`src/rtl/monitor_converter_params.svh`:
```
`ifndef MONITOR_CONVERTER_PARAMS_SVH
`define MONITOR_CONVERTER_PARAMS_SVH
`define MC_ADDR_W            3
`define MC_ADDR_CONVERTER    3'h0
`define MC_ADDR_SELECT       3'h1
`define MC_ADDR_PULSE        3'h2
`define MC_ADDR_RESULT       3'h3
`define MC_ADDR_REGULATOR    3'h4
`define MC_ADDR_BOTTOM       3'h5
`define MC_ADDR_STATUS       3'h6
`define MC_TRIM_LSB          0
`define MC_TRIM_MSB          5
`define MC_REF_LSB           6
`define MC_REF_MSB           8
`define MC_REF_PAD           3'h0
`define MC_REF_RES_A         3'h1
`define MC_REF_RES_B         3'h2
`define MC_SEL_ENABLE_BIT    12
`define MC_SEL_CHAN_MSB      11
`define MC_PULSE_SOC_BIT     0
`define MC_DR_EN_BIT         11
`define MC_DR_CODE_MSB       10
`define MC_DR_CODE_LSB       7
`define MC_DR_BIAS_BIT       6
`define MC_AN_EN_BIT         5
`define MC_AN_CODE_MSB       4
`define MC_AN_CODE_LSB       1
`define MC_AN_BIAS_BIT       0
`define MC_CONVERTER_RESET   9'h000
`define MC_SELECT_RESET      13'h0000
`define MC_SENSOR_RESET      12'h000
`define MC_CONV_PERIODS      14
`define MC_CLOCK_DIVIDE      1024
`endif

```
`src/rtl/monitor_converter_pkg.sv`:
```
package monitor_converter_pkg;
  typedef enum logic [1:0]
  {
    ST_IDLE = 2'b00,
    ST_SYNC = 2'b01,
    ST_CONV = 2'b10
  } conv_state_type;
endpackage

```
`src/rtl/clock_divider.sv`:
```
`timescale 1ns/1ps
`default_nettype none
module clock_divider #(
  parameter int DIVIDE = 1024
) (
  input  wire logic core_clk,
  input  wire logic sys_rst,
  input  wire logic clk_en,
  output logic      tick
);
  localparam int W = $clog2(DIVIDE);
  logic [W-1:0] count_q;

  if (DIVIDE < 2)
  begin
    $error("clock_divider: DIVIDE must be at least 2");
  end

  // One tick per half converter clock period
  always_ff @(posedge core_clk)
  begin
    if (sys_rst)
    begin
      count_q <= '0;
      tick    <= 1'b0;
    end
    else if (clk_en)
    begin
      tick <= (count_q == W'(DIVIDE - 1));
      if (count_q == W'(DIVIDE - 1))
        count_q <= '0;
      else
        count_q <= count_q + W'(1);
    end
  end
endmodule
`default_nettype wire

```
`src/rtl/monitor_converter_sensor_control.sv`:
```
`timescale 1ns/1ps
`default_nettype none
`include "monitor_converter_params.svh"
// How it works
// - Low six bits of converter config drive the capacitor trim code.
// - Top three config bits pick reference; default is the pad reference.
// - Monitoring enable bit resets to zero, block disabled.
// - Writing a one to bit 0 of the pulse register issues a start pulse that begins conversion.
// - Active-low done flag falls when result ready; also sent to debug output.
// - A conversion lasts fourteen divider ticks, which is seven converter clock periods.
// - Result holds the same value until the next conversion finishes.
// - Reading the result has no side effect on the converter.
// - Result is a full twelve-bit code, also in differential mode.
// - Sixteen equal sources; matching code selects one of sixteen assignments.
// - Two sensor registers: twelve-bit regulators and six-bit bottom centre.
// - Regulator register: bit 11 enable, bits 10-7 code, bit 6 bias.
// - Both sensor registers: bit 5 enable, bits 4-1 code, bit 0 bias.
// - Bias bit zero gives unit current, one gives fifteen times.
// - Resistive sensors have no bits; used only via reference selection.
// - Converter clock is the bunch crossing clock divided by 2048, toggling every 1024 cycles.
module monitor_converter_sensor_control #(
  parameter int DIVIDE  = `MC_CLOCK_DIVIDE,
  parameter int PERIODS = `MC_CONV_PERIODS
) (
  input  wire logic                  core_clk,
  input  wire logic                  sys_rst,
  input  wire logic                  clk_en,
  input  wire logic [`MC_ADDR_W-1:0] reg_addr,
  input  wire logic [15:0]           reg_wdata,
  input  wire logic                  reg_write,
  input  wire logic                  reg_read,
  output logic      [15:0]           reg_rdata,
  input  wire logic [11:0]           converter_code,
  output logic      [5:0]            cap_trim,
  output logic      [2:0]            reference_select,
  output logic                       monitor_enable,
  output logic      [11:0]           channel_select,
  output logic                       converter_clk,
  output logic                       conversion_start,
  output logic                       conversion_done_n,
  output logic                       debug_done_n,
  output logic                       digital_reg_sensor_enable,
  output logic      [15:0]           digital_reg_source_sel,
  output logic                       digital_reg_bias_select,
  output logic                       analog_sensor_enable,
  output logic      [15:0]           analog_source_sel,
  output logic                       analog_bias_select,
  output logic                       bottom_sensor_enable,
  output logic      [15:0]           bottom_source_sel,
  output logic                       bottom_bias_select
);
  localparam int CW = $clog2(PERIODS + 1);

  logic [8:0]                              converter_config_q;
  logic [12:0]                             monitor_select_config_q;
  logic [11:0]                             regulator_sensor_config_q;
  logic [11:0]                             bottom_sensor_config_q;
  logic [11:0]                             conversion_result_q;
  logic [11:0]                             code_meta_q;
  logic [11:0]                             code_sync_q;
  logic [CW-1:0]                           period_q;
  logic                                    tick;
  logic                                    wr_pulse;
  monitor_converter_pkg::conv_state_type   state_q;

  if (PERIODS < 1 || DIVIDE < 2)
  begin
    $error("monitor_converter_sensor_control: bad PERIODS or DIVIDE");
  end

  // One-hot current source assignment from a matching code
  function automatic logic [15:0] source_decode(input logic [3:0] code);
    source_decode = 16'h0001 << code;
  endfunction

  clock_divider #(
    .DIVIDE (DIVIDE)
  ) u_divider (
    .core_clk (core_clk),
    .sys_rst  (sys_rst),
    .clk_en   (clk_en),
    .tick     (tick)
  );

  assign wr_pulse     = reg_write && (reg_addr == `MC_ADDR_PULSE) && reg_wdata[`MC_PULSE_SOC_BIT];

  // Configuration registers
  always_ff @(posedge core_clk)
  begin
    if (sys_rst)
    begin
      converter_config_q        <= `MC_CONVERTER_RESET;
      monitor_select_config_q   <= `MC_SELECT_RESET;
      regulator_sensor_config_q <= `MC_SENSOR_RESET;
      bottom_sensor_config_q    <= `MC_SENSOR_RESET;
    end
    else if (clk_en && reg_write)
    begin
      case (reg_addr)
        `MC_ADDR_CONVERTER: converter_config_q <= reg_wdata[8:0];
        `MC_ADDR_SELECT:    monitor_select_config_q <= reg_wdata[12:0];
        `MC_ADDR_REGULATOR: regulator_sensor_config_q <= reg_wdata[11:0];
        `MC_ADDR_BOTTOM:    bottom_sensor_config_q <= {6'h00, reg_wdata[5:0]};
        default:            ;
      endcase
    end
  end

  // Converter input code from the analog side
  always_ff @(posedge core_clk)
  begin
    if (sys_rst)
    begin
      code_meta_q <= 12'h000;
      code_sync_q <= 12'h000;
    end
    else if (clk_en)
    begin
      code_meta_q <= converter_code;
      code_sync_q <= code_meta_q;
    end
  end

  // Conversion sequence
  always_ff @(posedge core_clk)
  begin
    if (sys_rst)
    begin
      state_q             <= monitor_converter_pkg::ST_IDLE;
      period_q            <= '0;
      conversion_result_q <= 12'h000;
      conversion_done_n   <= 1'b1;
      conversion_start    <= 1'b0;
    end
    else if (clk_en)
    begin
      conversion_start <= 1'b0;
      if (wr_pulse)
      begin
        state_q           <= monitor_converter_pkg::ST_SYNC;
        conversion_done_n <= 1'b1;
        period_q          <= '0;
      end
      else
      begin
        case (state_q)
          monitor_converter_pkg::ST_IDLE: ;
          monitor_converter_pkg::ST_SYNC:
            if (tick)
            begin
              state_q          <= monitor_converter_pkg::ST_CONV;
              conversion_start <= 1'b1;
              period_q         <= '0;
            end
          monitor_converter_pkg::ST_CONV:
            if (tick)
            begin
              if (period_q == CW'(PERIODS - 1))
              begin
                state_q             <= monitor_converter_pkg::ST_IDLE;
                conversion_result_q <= code_sync_q;
                conversion_done_n   <= 1'b0;
              end
              else
                period_q <= period_q + CW'(1);
            end
          default: state_q <= monitor_converter_pkg::ST_IDLE;
        endcase
      end
    end
  end

  // Register read path; reads change no state
  always_ff @(posedge core_clk)
  begin
    if (sys_rst)
      reg_rdata <= 16'h0000;
    else if (clk_en)
    begin
      reg_rdata <= 16'h0000;
      if (reg_read)
      begin
        case (reg_addr)
          `MC_ADDR_CONVERTER: reg_rdata <= {7'h00, converter_config_q};
          `MC_ADDR_SELECT:    reg_rdata <= {3'h0, monitor_select_config_q};
          `MC_ADDR_RESULT:    reg_rdata <= {4'h0, conversion_result_q};
          `MC_ADDR_REGULATOR: reg_rdata <= {4'h0, regulator_sensor_config_q};
          `MC_ADDR_BOTTOM:    reg_rdata <= {4'h0, bottom_sensor_config_q};
          `MC_ADDR_STATUS:    reg_rdata <= {13'h0000, state_q, conversion_done_n};
          default:            reg_rdata <= 16'h0000;
        endcase
      end
    end
  end

  // Registered outputs to converter and sensors
  always_ff @(posedge core_clk)
  begin
    if (sys_rst)
    begin
      cap_trim                  <= 6'h00;
      reference_select          <= `MC_REF_PAD;
      monitor_enable            <= 1'b0;
      channel_select            <= 12'h000;
      converter_clk             <= 1'b0;
      debug_done_n              <= 1'b1;
      digital_reg_sensor_enable <= 1'b0;
      digital_reg_source_sel    <= 16'h0001;
      digital_reg_bias_select   <= 1'b0;
      analog_sensor_enable      <= 1'b0;
      analog_source_sel         <= 16'h0001;
      analog_bias_select        <= 1'b0;
      bottom_sensor_enable      <= 1'b0;
      bottom_source_sel         <= 16'h0001;
      bottom_bias_select        <= 1'b0;
    end
    else if (clk_en)
    begin
      cap_trim                  <= converter_config_q[`MC_TRIM_MSB:`MC_TRIM_LSB];
      reference_select          <= converter_config_q[`MC_REF_MSB:`MC_REF_LSB];
      monitor_enable            <= monitor_select_config_q[`MC_SEL_ENABLE_BIT];
      channel_select            <= monitor_select_config_q[`MC_SEL_CHAN_MSB:0];
      if (tick)
        converter_clk <= ~converter_clk;
      debug_done_n              <= conversion_done_n;
      digital_reg_sensor_enable <= regulator_sensor_config_q[`MC_DR_EN_BIT];
      digital_reg_source_sel    <= source_decode(regulator_sensor_config_q[`MC_DR_CODE_MSB:`MC_DR_CODE_LSB]);
      digital_reg_bias_select   <= regulator_sensor_config_q[`MC_DR_BIAS_BIT];
      analog_sensor_enable      <= regulator_sensor_config_q[`MC_AN_EN_BIT];
      analog_source_sel         <= source_decode(regulator_sensor_config_q[`MC_AN_CODE_MSB:`MC_AN_CODE_LSB]);
      analog_bias_select        <= regulator_sensor_config_q[`MC_AN_BIAS_BIT];
      bottom_sensor_enable      <= bottom_sensor_config_q[`MC_AN_EN_BIT];
      bottom_source_sel         <= source_decode(bottom_sensor_config_q[`MC_AN_CODE_MSB:`MC_AN_CODE_LSB]);
      bottom_bias_select        <= bottom_sensor_config_q[`MC_AN_BIAS_BIT];
    end
  end

  property p_reset_disabled;
    @(posedge core_clk) $fell(sys_rst) |-> !monitor_select_config_q[`MC_SEL_ENABLE_BIT];
  endproperty
  a_reset_disabled: assert property (p_reset_disabled) else $error("monitor enable not zero after reset");

  property p_pulse_clears_done;
    @(posedge core_clk) disable iff (sys_rst) (clk_en && wr_pulse) |=> conversion_done_n;
  endproperty
  a_pulse_clears_done: assert property (p_pulse_clears_done) else $error("done flag not raised by start");

  property p_start_on_tick;
    @(posedge core_clk) disable iff (sys_rst)
      (clk_en && tick && state_q == monitor_converter_pkg::ST_SYNC && !wr_pulse) |=> conversion_start;
  endproperty
  a_start_on_tick: assert property (p_start_on_tick) else $error("start pulse missing");

  property p_done_only_at_end;
    @(posedge core_clk) disable iff (sys_rst)
      $fell(conversion_done_n) |-> $past(state_q) == monitor_converter_pkg::ST_CONV
        && $past(period_q) == CW'(PERIODS - 1);
  endproperty
  a_done_only_at_end: assert property (p_done_only_at_end) else $error("done before fourteen periods");

  property p_result_stable;
    @(posedge core_clk) disable iff (sys_rst) !$fell(conversion_done_n) |-> $stable(conversion_result_q);
  endproperty
  a_result_stable: assert property (p_result_stable) else $error("result changed without conversion");

  property p_read_no_effect;
    @(posedge core_clk) disable iff (sys_rst)
      (reg_read && state_q == monitor_converter_pkg::ST_IDLE && !wr_pulse) |=> state_q == monitor_converter_pkg::ST_IDLE;
  endproperty
  a_read_no_effect: assert property (p_read_no_effect) else $error("read started a conversion");

  property p_debug_follows;
    @(posedge core_clk) disable iff (sys_rst) clk_en |=> debug_done_n == $past(conversion_done_n);
  endproperty
  a_debug_follows: assert property (p_debug_follows) else $error("debug flag wrong");

  property p_bottom_upper_zero;
    @(posedge core_clk) disable iff (sys_rst) bottom_sensor_config_q[11:6] == 6'h00;
  endproperty
  a_bottom_upper_zero: assert property (p_bottom_upper_zero) else $error("bottom sensor upper bits set");

  property p_start_single;
    @(posedge core_clk) disable iff (sys_rst) (clk_en && conversion_start) |=> !conversion_start;
  endproperty
  a_start_single: assert property (p_start_single) else $error("start pulse longer than one cycle");

  property p_trim_follows;
    @(posedge core_clk) disable iff (sys_rst)
      clk_en |=> cap_trim == $past(converter_config_q[`MC_TRIM_MSB:`MC_TRIM_LSB]);
  endproperty
  a_trim_follows: assert property (p_trim_follows) else $error("trim code not driven");

  property p_conv_clk_toggle;
    @(posedge core_clk) disable iff (sys_rst) (clk_en && tick) |=> converter_clk != $past(converter_clk);
  endproperty
  a_conv_clk_toggle: assert property (p_conv_clk_toggle) else $error("converter clock did not toggle");

  c_conversion: cover property (@(posedge core_clk) $fell(conversion_done_n));
  c_restart: cover property (@(posedge core_clk) conversion_start ##[1:300] wr_pulse);
  c_result_read: cover property (@(posedge core_clk) reg_read && reg_addr == `MC_ADDR_RESULT && !conversion_done_n);
endmodule
`default_nettype wire

```
`config.mk`:
```
export PLATFORM = sky130hd
export DESIGN_NAME = monitor_converter_sensor_control
export DESIGN_NICKNAME = d
export VERILOG_FILES = /design/src/rtl/monitor_converter_pkg.sv /design/src/rtl/clock_divider.sv /design/src/rtl/monitor_converter_sensor_control.sv
export VERILOG_INCLUDE_DIRS = /design/src /design/src/rtl
export SDC_FILE = /design/constraint.sdc
export NUM_CORES = 1
export LEC_CHECK = 0
export BUFFER_PORTS_ARGS = -buffer_cell sky130_fd_sc_hd__buf_2
export CORE_ASPECT_RATIO = 0.9
export CORE_UTILIZATION = 40
export DETAILED_ROUTE_END_ITERATION = 8
export GPL_TIMING_DRIVEN = 0
export SKIP_CTS_REPAIR_TIMING = 1
export SLEW_MARGIN = 5
export SYNTH_ARGS = -nofsm -noshare
export SYNTH_HDL_FRONTEND = slang
export SYNTH_HIERARCHICAL = 1
export SYNTH_SLANG_ARGS = --single-unit
```
`constraint.sdc`:
```
create_clock -name core_clk -period 1.7 [get_ports core_clk]
set_input_delay 0.51 -clock core_clk [delete_from_list [all_inputs] [get_ports core_clk]]
set_output_delay 0.51 -clock core_clk [all_outputs]
set_load 0.02 [all_outputs]
```
Yosys cells after proc, flatten, opt, wreduce, memory -nomap -nowiden
Cells that the tools add are included.
{ "totals": {"reg_bits": 189, "wordCells": 89, "out_inout_bits": 96} }
{ "op_classes": {"n_bitwise": 2, "muxes": 20, "addsub": 2, "n_eq_ne": 15, "shifts": 3, "n_reduce_logical": 18} }
{ "ops": {"columns": ["op", "count"], "rows": [
  ["one-hot mux 13 bit (6 select lines)", 1],
  ["<< shifter 1 x 4 -> 16 bit (first input constant)", 3],
  ["2-to-1 mux 4 bit", 4],
  ["AND reduction 5 bit", 3],
  ["2-to-1 mux 13 bit", 1],
  ["adder 10 x 1 -> 10 bit (second input constant)", 1],
  ["== test 10 bit (second input constant)", 1],
  ["2-to-1 mux 10 bit", 1],
  ["AND reduction 2 bit", 5],
  ["== test 3 bit (second input constant)", 3],
  ["2-to-1 mux 2 bit", 4],
  ["one-hot mux 4 bit (2 select lines)", 1],
  ["2-to-1 mux 1 bit", 7],
  ["== test 3 x 2 -> 1 bit (second input constant)", 2],
  ["!= test 3 x 2 -> 1 bit (second input constant)", 2],
  ["!= test 3 bit (second input constant)", 2],
  ["one-hot mux 2 bit (3 select lines)", 1],
  ["nonzero test 2 bit", 3],
  ["adder 4 x 1 -> 4 bit (second input constant)", 1],
  ["== test 4 bit (second input constant)", 1],
  ["AND reduction 4 bit", 1],
  ["== test 3 x 1 -> 1 bit (second input constant)", 1],
  ["logical AND 1 bit", 3],
  ["logical NOT 3 bit", 1],
  ["other kinds (6)", 7]
]} }

Longest topological paths before layout
{ "depth": {"word_depth": 5, "ltp_mapped": 7, "depth_no_buf": 6} }

Modules after synthesis
The synthesis kept the hierarchy.
{ "by_module_without_submodules": {"columns": ["mod", "area_each_um2", "cells_per_inst", "n_inst"], "rows": [
  ["monitor_converter_sensor_control", 6993.0, 776, 1],
  ["clock_divider", 508.0, 60, 1]
]} }

Worst setup path after synthesis
Ideal clock, no wire load.
{ "synth_path": {"path_kind": "input port to flip-flop", "startpoint": "in reg_addr[0]", "endpoint": "reg conversion_result_q[10]", "path_slack_ns": -0.078, "required_time_ns": 1.572, "arrival_ns": 1.650, "stages": 6, "n_path_buf": 2, "setup_ns": 0.128, "path_cell_list": "buf_4 -> and4bb_4 -> a211oi_2 -> buf_6 -> mux2i_1 -> nor2_1"} }
{ "synth_between": {"elab_chain_len": 5} }
{ "synth_lines": {"columns": ["element", "line_no", "source"], "rows": [
  ["start, declared", "monitor_converter_sensor_control.sv:28", "input wire logic [`MC_ADDR_W-1:0] reg_addr,"],
  ["== test 3 x 2 -> 1 bit (no line)", null, null],
  ["logical AND 1 bit (2 in series)", "monitor_converter_sensor_control.sv:85", "assign wr_pulse = reg_write && (reg_addr == `MC_ADDR_PULSE) && reg_wdata[`MC_PULSE_SOC_BIT];"],
  ["NOT 1 bit (no line)", null, null],
  ["AND reduction 5 bit (no line)", null, null],
  ["end signal, assigned", "monitor_converter_sensor_control.sv:161", "conversion_result_q <= code_sync_q;"],
  ["end, declared", "monitor_converter_sensor_control.sv:58", "logic [11:0] conversion_result_q;"]
]} }
Every way passes these cells.
A chain may end at the register's enable or synchronous reset.

Worst setup path in the final report
{ "layout_path": {"startpoint": "reg state_q[0]", "endpoint": "reg period_q[1]"} }
{ "layout_between": {"elab_chain_len": 3, "elab_cells_between_ends": 9, "cone_classes": "5 x eq/ne; 2 x mux; 2 x reduce/logical"} }
{ "layout_lines": {"columns": ["element", "line_no", "source"], "rows": [
  ["start, declared", "monitor_converter_sensor_control.sv:64", "monitor_converter_pkg::conv_state_type state_q;"],
  ["start signal, assigned", "monitor_converter_sensor_control.sv:129", "state_q <= monitor_converter_pkg::ST_IDLE;"],
  ["start signal, assigned", "monitor_converter_sensor_control.sv:140", "state_q <= monitor_converter_pkg::ST_SYNC;"],
  ["start signal, assigned", "monitor_converter_sensor_control.sv:151", "state_q <= monitor_converter_pkg::ST_CONV;"],
  ["== test 2 x 1 -> 1 bit or == test 2 bit (tied branches)", "monitor_converter_sensor_control.sv:146", "case (state_q)"],
  ["!= test 3 x 2 -> 1 bit (no line) (tied with other cells)", null, null],
  ["AND reduction 5 bit (no line) or 2-to-1 mux 4 bit (tied branches)", null, null],
  ["end signal, assigned", "monitor_converter_sensor_control.sv:165", "period_q <= period_q + CW'(1);"],
  ["end, declared", "monitor_converter_sensor_control.sv:61", "logic [CW-1:0] period_q;"]
]} }
Parallel ways exist; a longest one is shown, timed or not.

==> metrics.cfg <==
[place]
dp_slack_ns=-0.709
port-buffer-count=122
dpl-instance-area_um2=8450
placed_cells_incl_taps=1205
hpwlAfterDp_mm=15.4
gp_congestion=0.865

[clocking]
cts_inserted_buffers=17
clock_latency_ns=0.43
cts_tree=built
ctsHtreeMaxLevel=4
path_clk_slew_ns=0.07
clockRootBuffer=clkbuf_16
clockBufferDepth=2
cts_sinks=186

[floorplan]
die_w_um=146
dieArea_um2=19300
pin_count=132
core-area_um2=18300
rows=47
start_util_pct=40.9
die_y_um=132

[route]
viasPerCell=5.21
drt_iter0_drc=341
vias=6465
drc=2
drt_first_pass_iters=7
ant_nets=0
routed_wl_mm=21.4
wl_per_cell_um=17.3

[final_layout]
finalNonFillerCells=1241
n_fill_cell=1849
area_growth_syn_to_layout_pct=22.5
seqCellArea_um2=3730
antenna_cells=0
fin_nets=1022
finish.instance_area_um2=9190
layout-drive-gt1-share_pct=22.2
multi_input_area_um2=3500

[worst_setup_path]
crit_path_start=state_q[0]$_SDFFE_PP0P_
end_kind=flip-flop
ff2ff_setup_slack_ns=0.03
cp_max_fo=8
cp-start-kind=flip-flop
r2r_start=state_q[0]$_SDFFE_PP0P_
crit_path_end=period_q[1]$_SDFFE_PP0P_
crit_type=flip-flop to flip-flop
rr_endpoint=period_q[1]$_SDFFE_PP0P_
worstRegToRegCells=5
critPathRequiredTime_ns=2.05
crit_arrival_ns=2.02

[timing]
slew_headroom_pct=58.8
clock_skew_ns=0.00952
fin_setup_tns_ns=0
period_needed_ns=1.67
worst_slack_ns=0.0302
max_freq_mhz=599
finalHoldViolCount=0
setup_viol=0
maxSlewViolCount=0
worst_pin_slew_ns=0.616
post-route-period-util_pct=98.2

[power_and_ir_drop]
vdd_drop_max_mv=0.734
power_leakage_nw=3.78
power_w=0.00931
power.density_nw_per_um2=1010

[synth]
synth_enable_flop_cells=0
yosys_warnings=6
syn_inst=836
synth_seq_cells=186
yosysUniqueCellTypes=56
yosysSeqAreaShare_pct=49.6
ys_dominant_reg_cell=dfxtp_1
avgSynthCellArea_um2=8.97
async_flop_share_pct=0
synth.cell_area_um2=7500

[global_route]
grt_pass1_vias=5904
overflow=0
grt_usage_pct=22.1
antenna_found_initial=0
grt_pass1_wl_mm=32.8
grt_max_degree=17

[run_status]
status=finished, violations left
failed_checks=design-rule violations

[job]
max_cap_viol_count=0

[min_path]
hp-class=input pin to flip-flop

==> where the power goes <==
group / switching [W] / internal [W] / total [W]
Clock: 0.00176 / 0.00256 / 0.00432
Sequential: 0.0000396 / 0.00441 / 0.00445
Combinational: 0.000364 / 0.000179 / 0.000544
==> worst min path at each step <==
| stage | end | start | slack (ns) | cells past startpoint |
|---|---|---|---|---|
| 2_1_floorplan | monitor_select_config_q[0]$_SDFFE_PP0P_ | monitor_select_config_q[0]$_SDFFE_PP0P_ | 0.45 | 2 |
| 5_1_grt | code_meta_q[6]$_SDFFE_PP0P_ | converter_code[6] | 0.31 | 3 |
| 3_3_place_gp | bottom_source_sel[3]$_SDFFE_PP0P_ | bottom_source_sel[3]$_SDFFE_PP0P_ | 0.45 | 2 |
| 6_report | code_meta_q[8]$_SDFFE_PP0P_ | converter_code[8] | 0.31 | 3 |
| 3_5_place_dp | analog_source_sel[10]$_SDFFE_PP0P_ | analog_source_sel[10]$_SDFFE_PP0P_ | 0.45 | 2 |
| 4_1_cts | code_meta_q[8]$_SDFFE_PP0P_ | converter_code[8] | 0.30 | 3 |
==> layer usage <==
layer	up-vias	global-route usage, %	share of wire (%)	routed length (um)
met3	14	4.78	6.2	1330
met5	-	0	0	0
li1	3207	-	-	-
met4	0	6.02	0.80	172
met1	3062	32.3	50	10800
met2	182	32.5	43	9190
==> kinds of logic after synthesis <==
group / share of synthesized area (%)
mux: 12.7
buf+inv: 4.32
flops: 49.6
other cells: 0.0500
compound gates: 12.2
fa+ha+maj: 0.500
xor+xnor: 0.584
simple gates: 20.1
==> worst max-delay path: stages, from the launching register on <==
cell      delay [ns]
dfxtp_4         0.38
nand4b_1        0.26
buf_4           0.20
o22a_1          0.21
or4_1           0.42
a21oi_1         0.14
==> layout make-up <==
| type | count | share of cell area [%] |
|---|---|---|
| clock buffer | 19 | 4.93 |
| timing repair buffer | 127 | 7.10 |
| multi-input combinational | 579 | 38.1 |
| sequential | 186 | 40.7 |
| buffer | 66 | 3.61 |
| inverter | 6 | 0.245 |
| clock inverter | 13 | 2.07 |
| tap | 245 | 3.34 |
==> sequential cells by signal (all words and copies together), names as in the netlist, 9 cells and up <==
register / flops
analog_source_sel: 16
bottom_source_sel: 16
channel_select: 12
code_meta_q: 12
code_sync_q: 12
conversion_result_q: 12
converter_config_q: 9
digital_reg_source_sel: 16
monitor_select_config_q: 13
reg_rdata: 13
regulator_sensor_config_q: 12
u_divider/count_q: 10
==> per-stage QoR <==
stage          util, %  hold slack, ns
2_1_floorplan        -           0.446
4_1_cts           49.5           0.296
5_1_grt           50.1           0.311
6_report          50.1           0.307
3_5_place_dp      46.0           0.452
3_3_place_gp      46.0           0.448
==> cell usage in the layout, fill, tap and decap left out, types with 3 or more instances in the layout <==
cell	count
clkbuf_1	25
clkbuf_4	3
buf_4	11
o2bb2ai_1	4
clkbuf_2	11
dfxtp_2	3
nand4_1	25
xor2_1	5
or4_1	5
nor2_1	102
ha_1	3
nand2_1	112
mux2_2	7
or3_1	4
buf_1	4
o32ai_1	3
o22a_1	3
o21ai_0	10
a22o_1	6
dfxtp_1	181
a2bb2oi_1	3
a21oi_1	85
conb_1	3
buf_6	3
bufinv_16	4
nor2b_1	20
a22oi_1	14
nand2b_1	6
clkinvlp_4	3
inv_1	5
buf_2	136
clkbuf_16	17
a211o_1	3
nand3_1	34
mux2i_1	87
==> synthesized netlist by cell type, types with 2 or more instances <==
cell / n / share of area, %
nand2_1: 113 / 5.7
buf_1: 5 / 0.25
nor3b_1: 2 / 0.20
or4_1: 5 / 0.50
o21ai_0: 10 / 0.67
o32ai_1: 3 / 0.35
nand3_1: 34 / 2.3
and3_1: 2 / 0.17
nor3_1: 2 / 0.13
o2bb2ai_1: 4 / 0.47
a22oi_1: 14 / 1.4
buf_2: 16 / 1.1
nor2b_1: 20 / 1.7
a22o_1: 6 / 0.70
clkbuf_1: 39 / 2.0
a31oi_1: 2 / 0.17
nand4_1: 25 / 2.1
buf_4: 6 / 0.60
inv_1: 5 / 0.25
dfxtp_1: 186 / 50
o31ai_1: 2 / 0.20
xor2_1: 5 / 0.58
mux2_2: 7 / 1.1
a21oi_1: 85 / 5.7
nand2b_1: 6 / 0.50
or3_1: 4 / 0.33
a2bb2oi_1: 3 / 0.35
ha_1: 3 / 0.50
o22a_1: 3 / 0.35
o311ai_0: 2 / 0.23
mux2i_1: 87 / 12
nor2_1: 102 / 5.1
and2_1: 2 / 0.17
a211o_1: 3 / 0.35
nor4_1: 2 / 0.17
No activity file was read; power rests on OpenSTA's default activity.
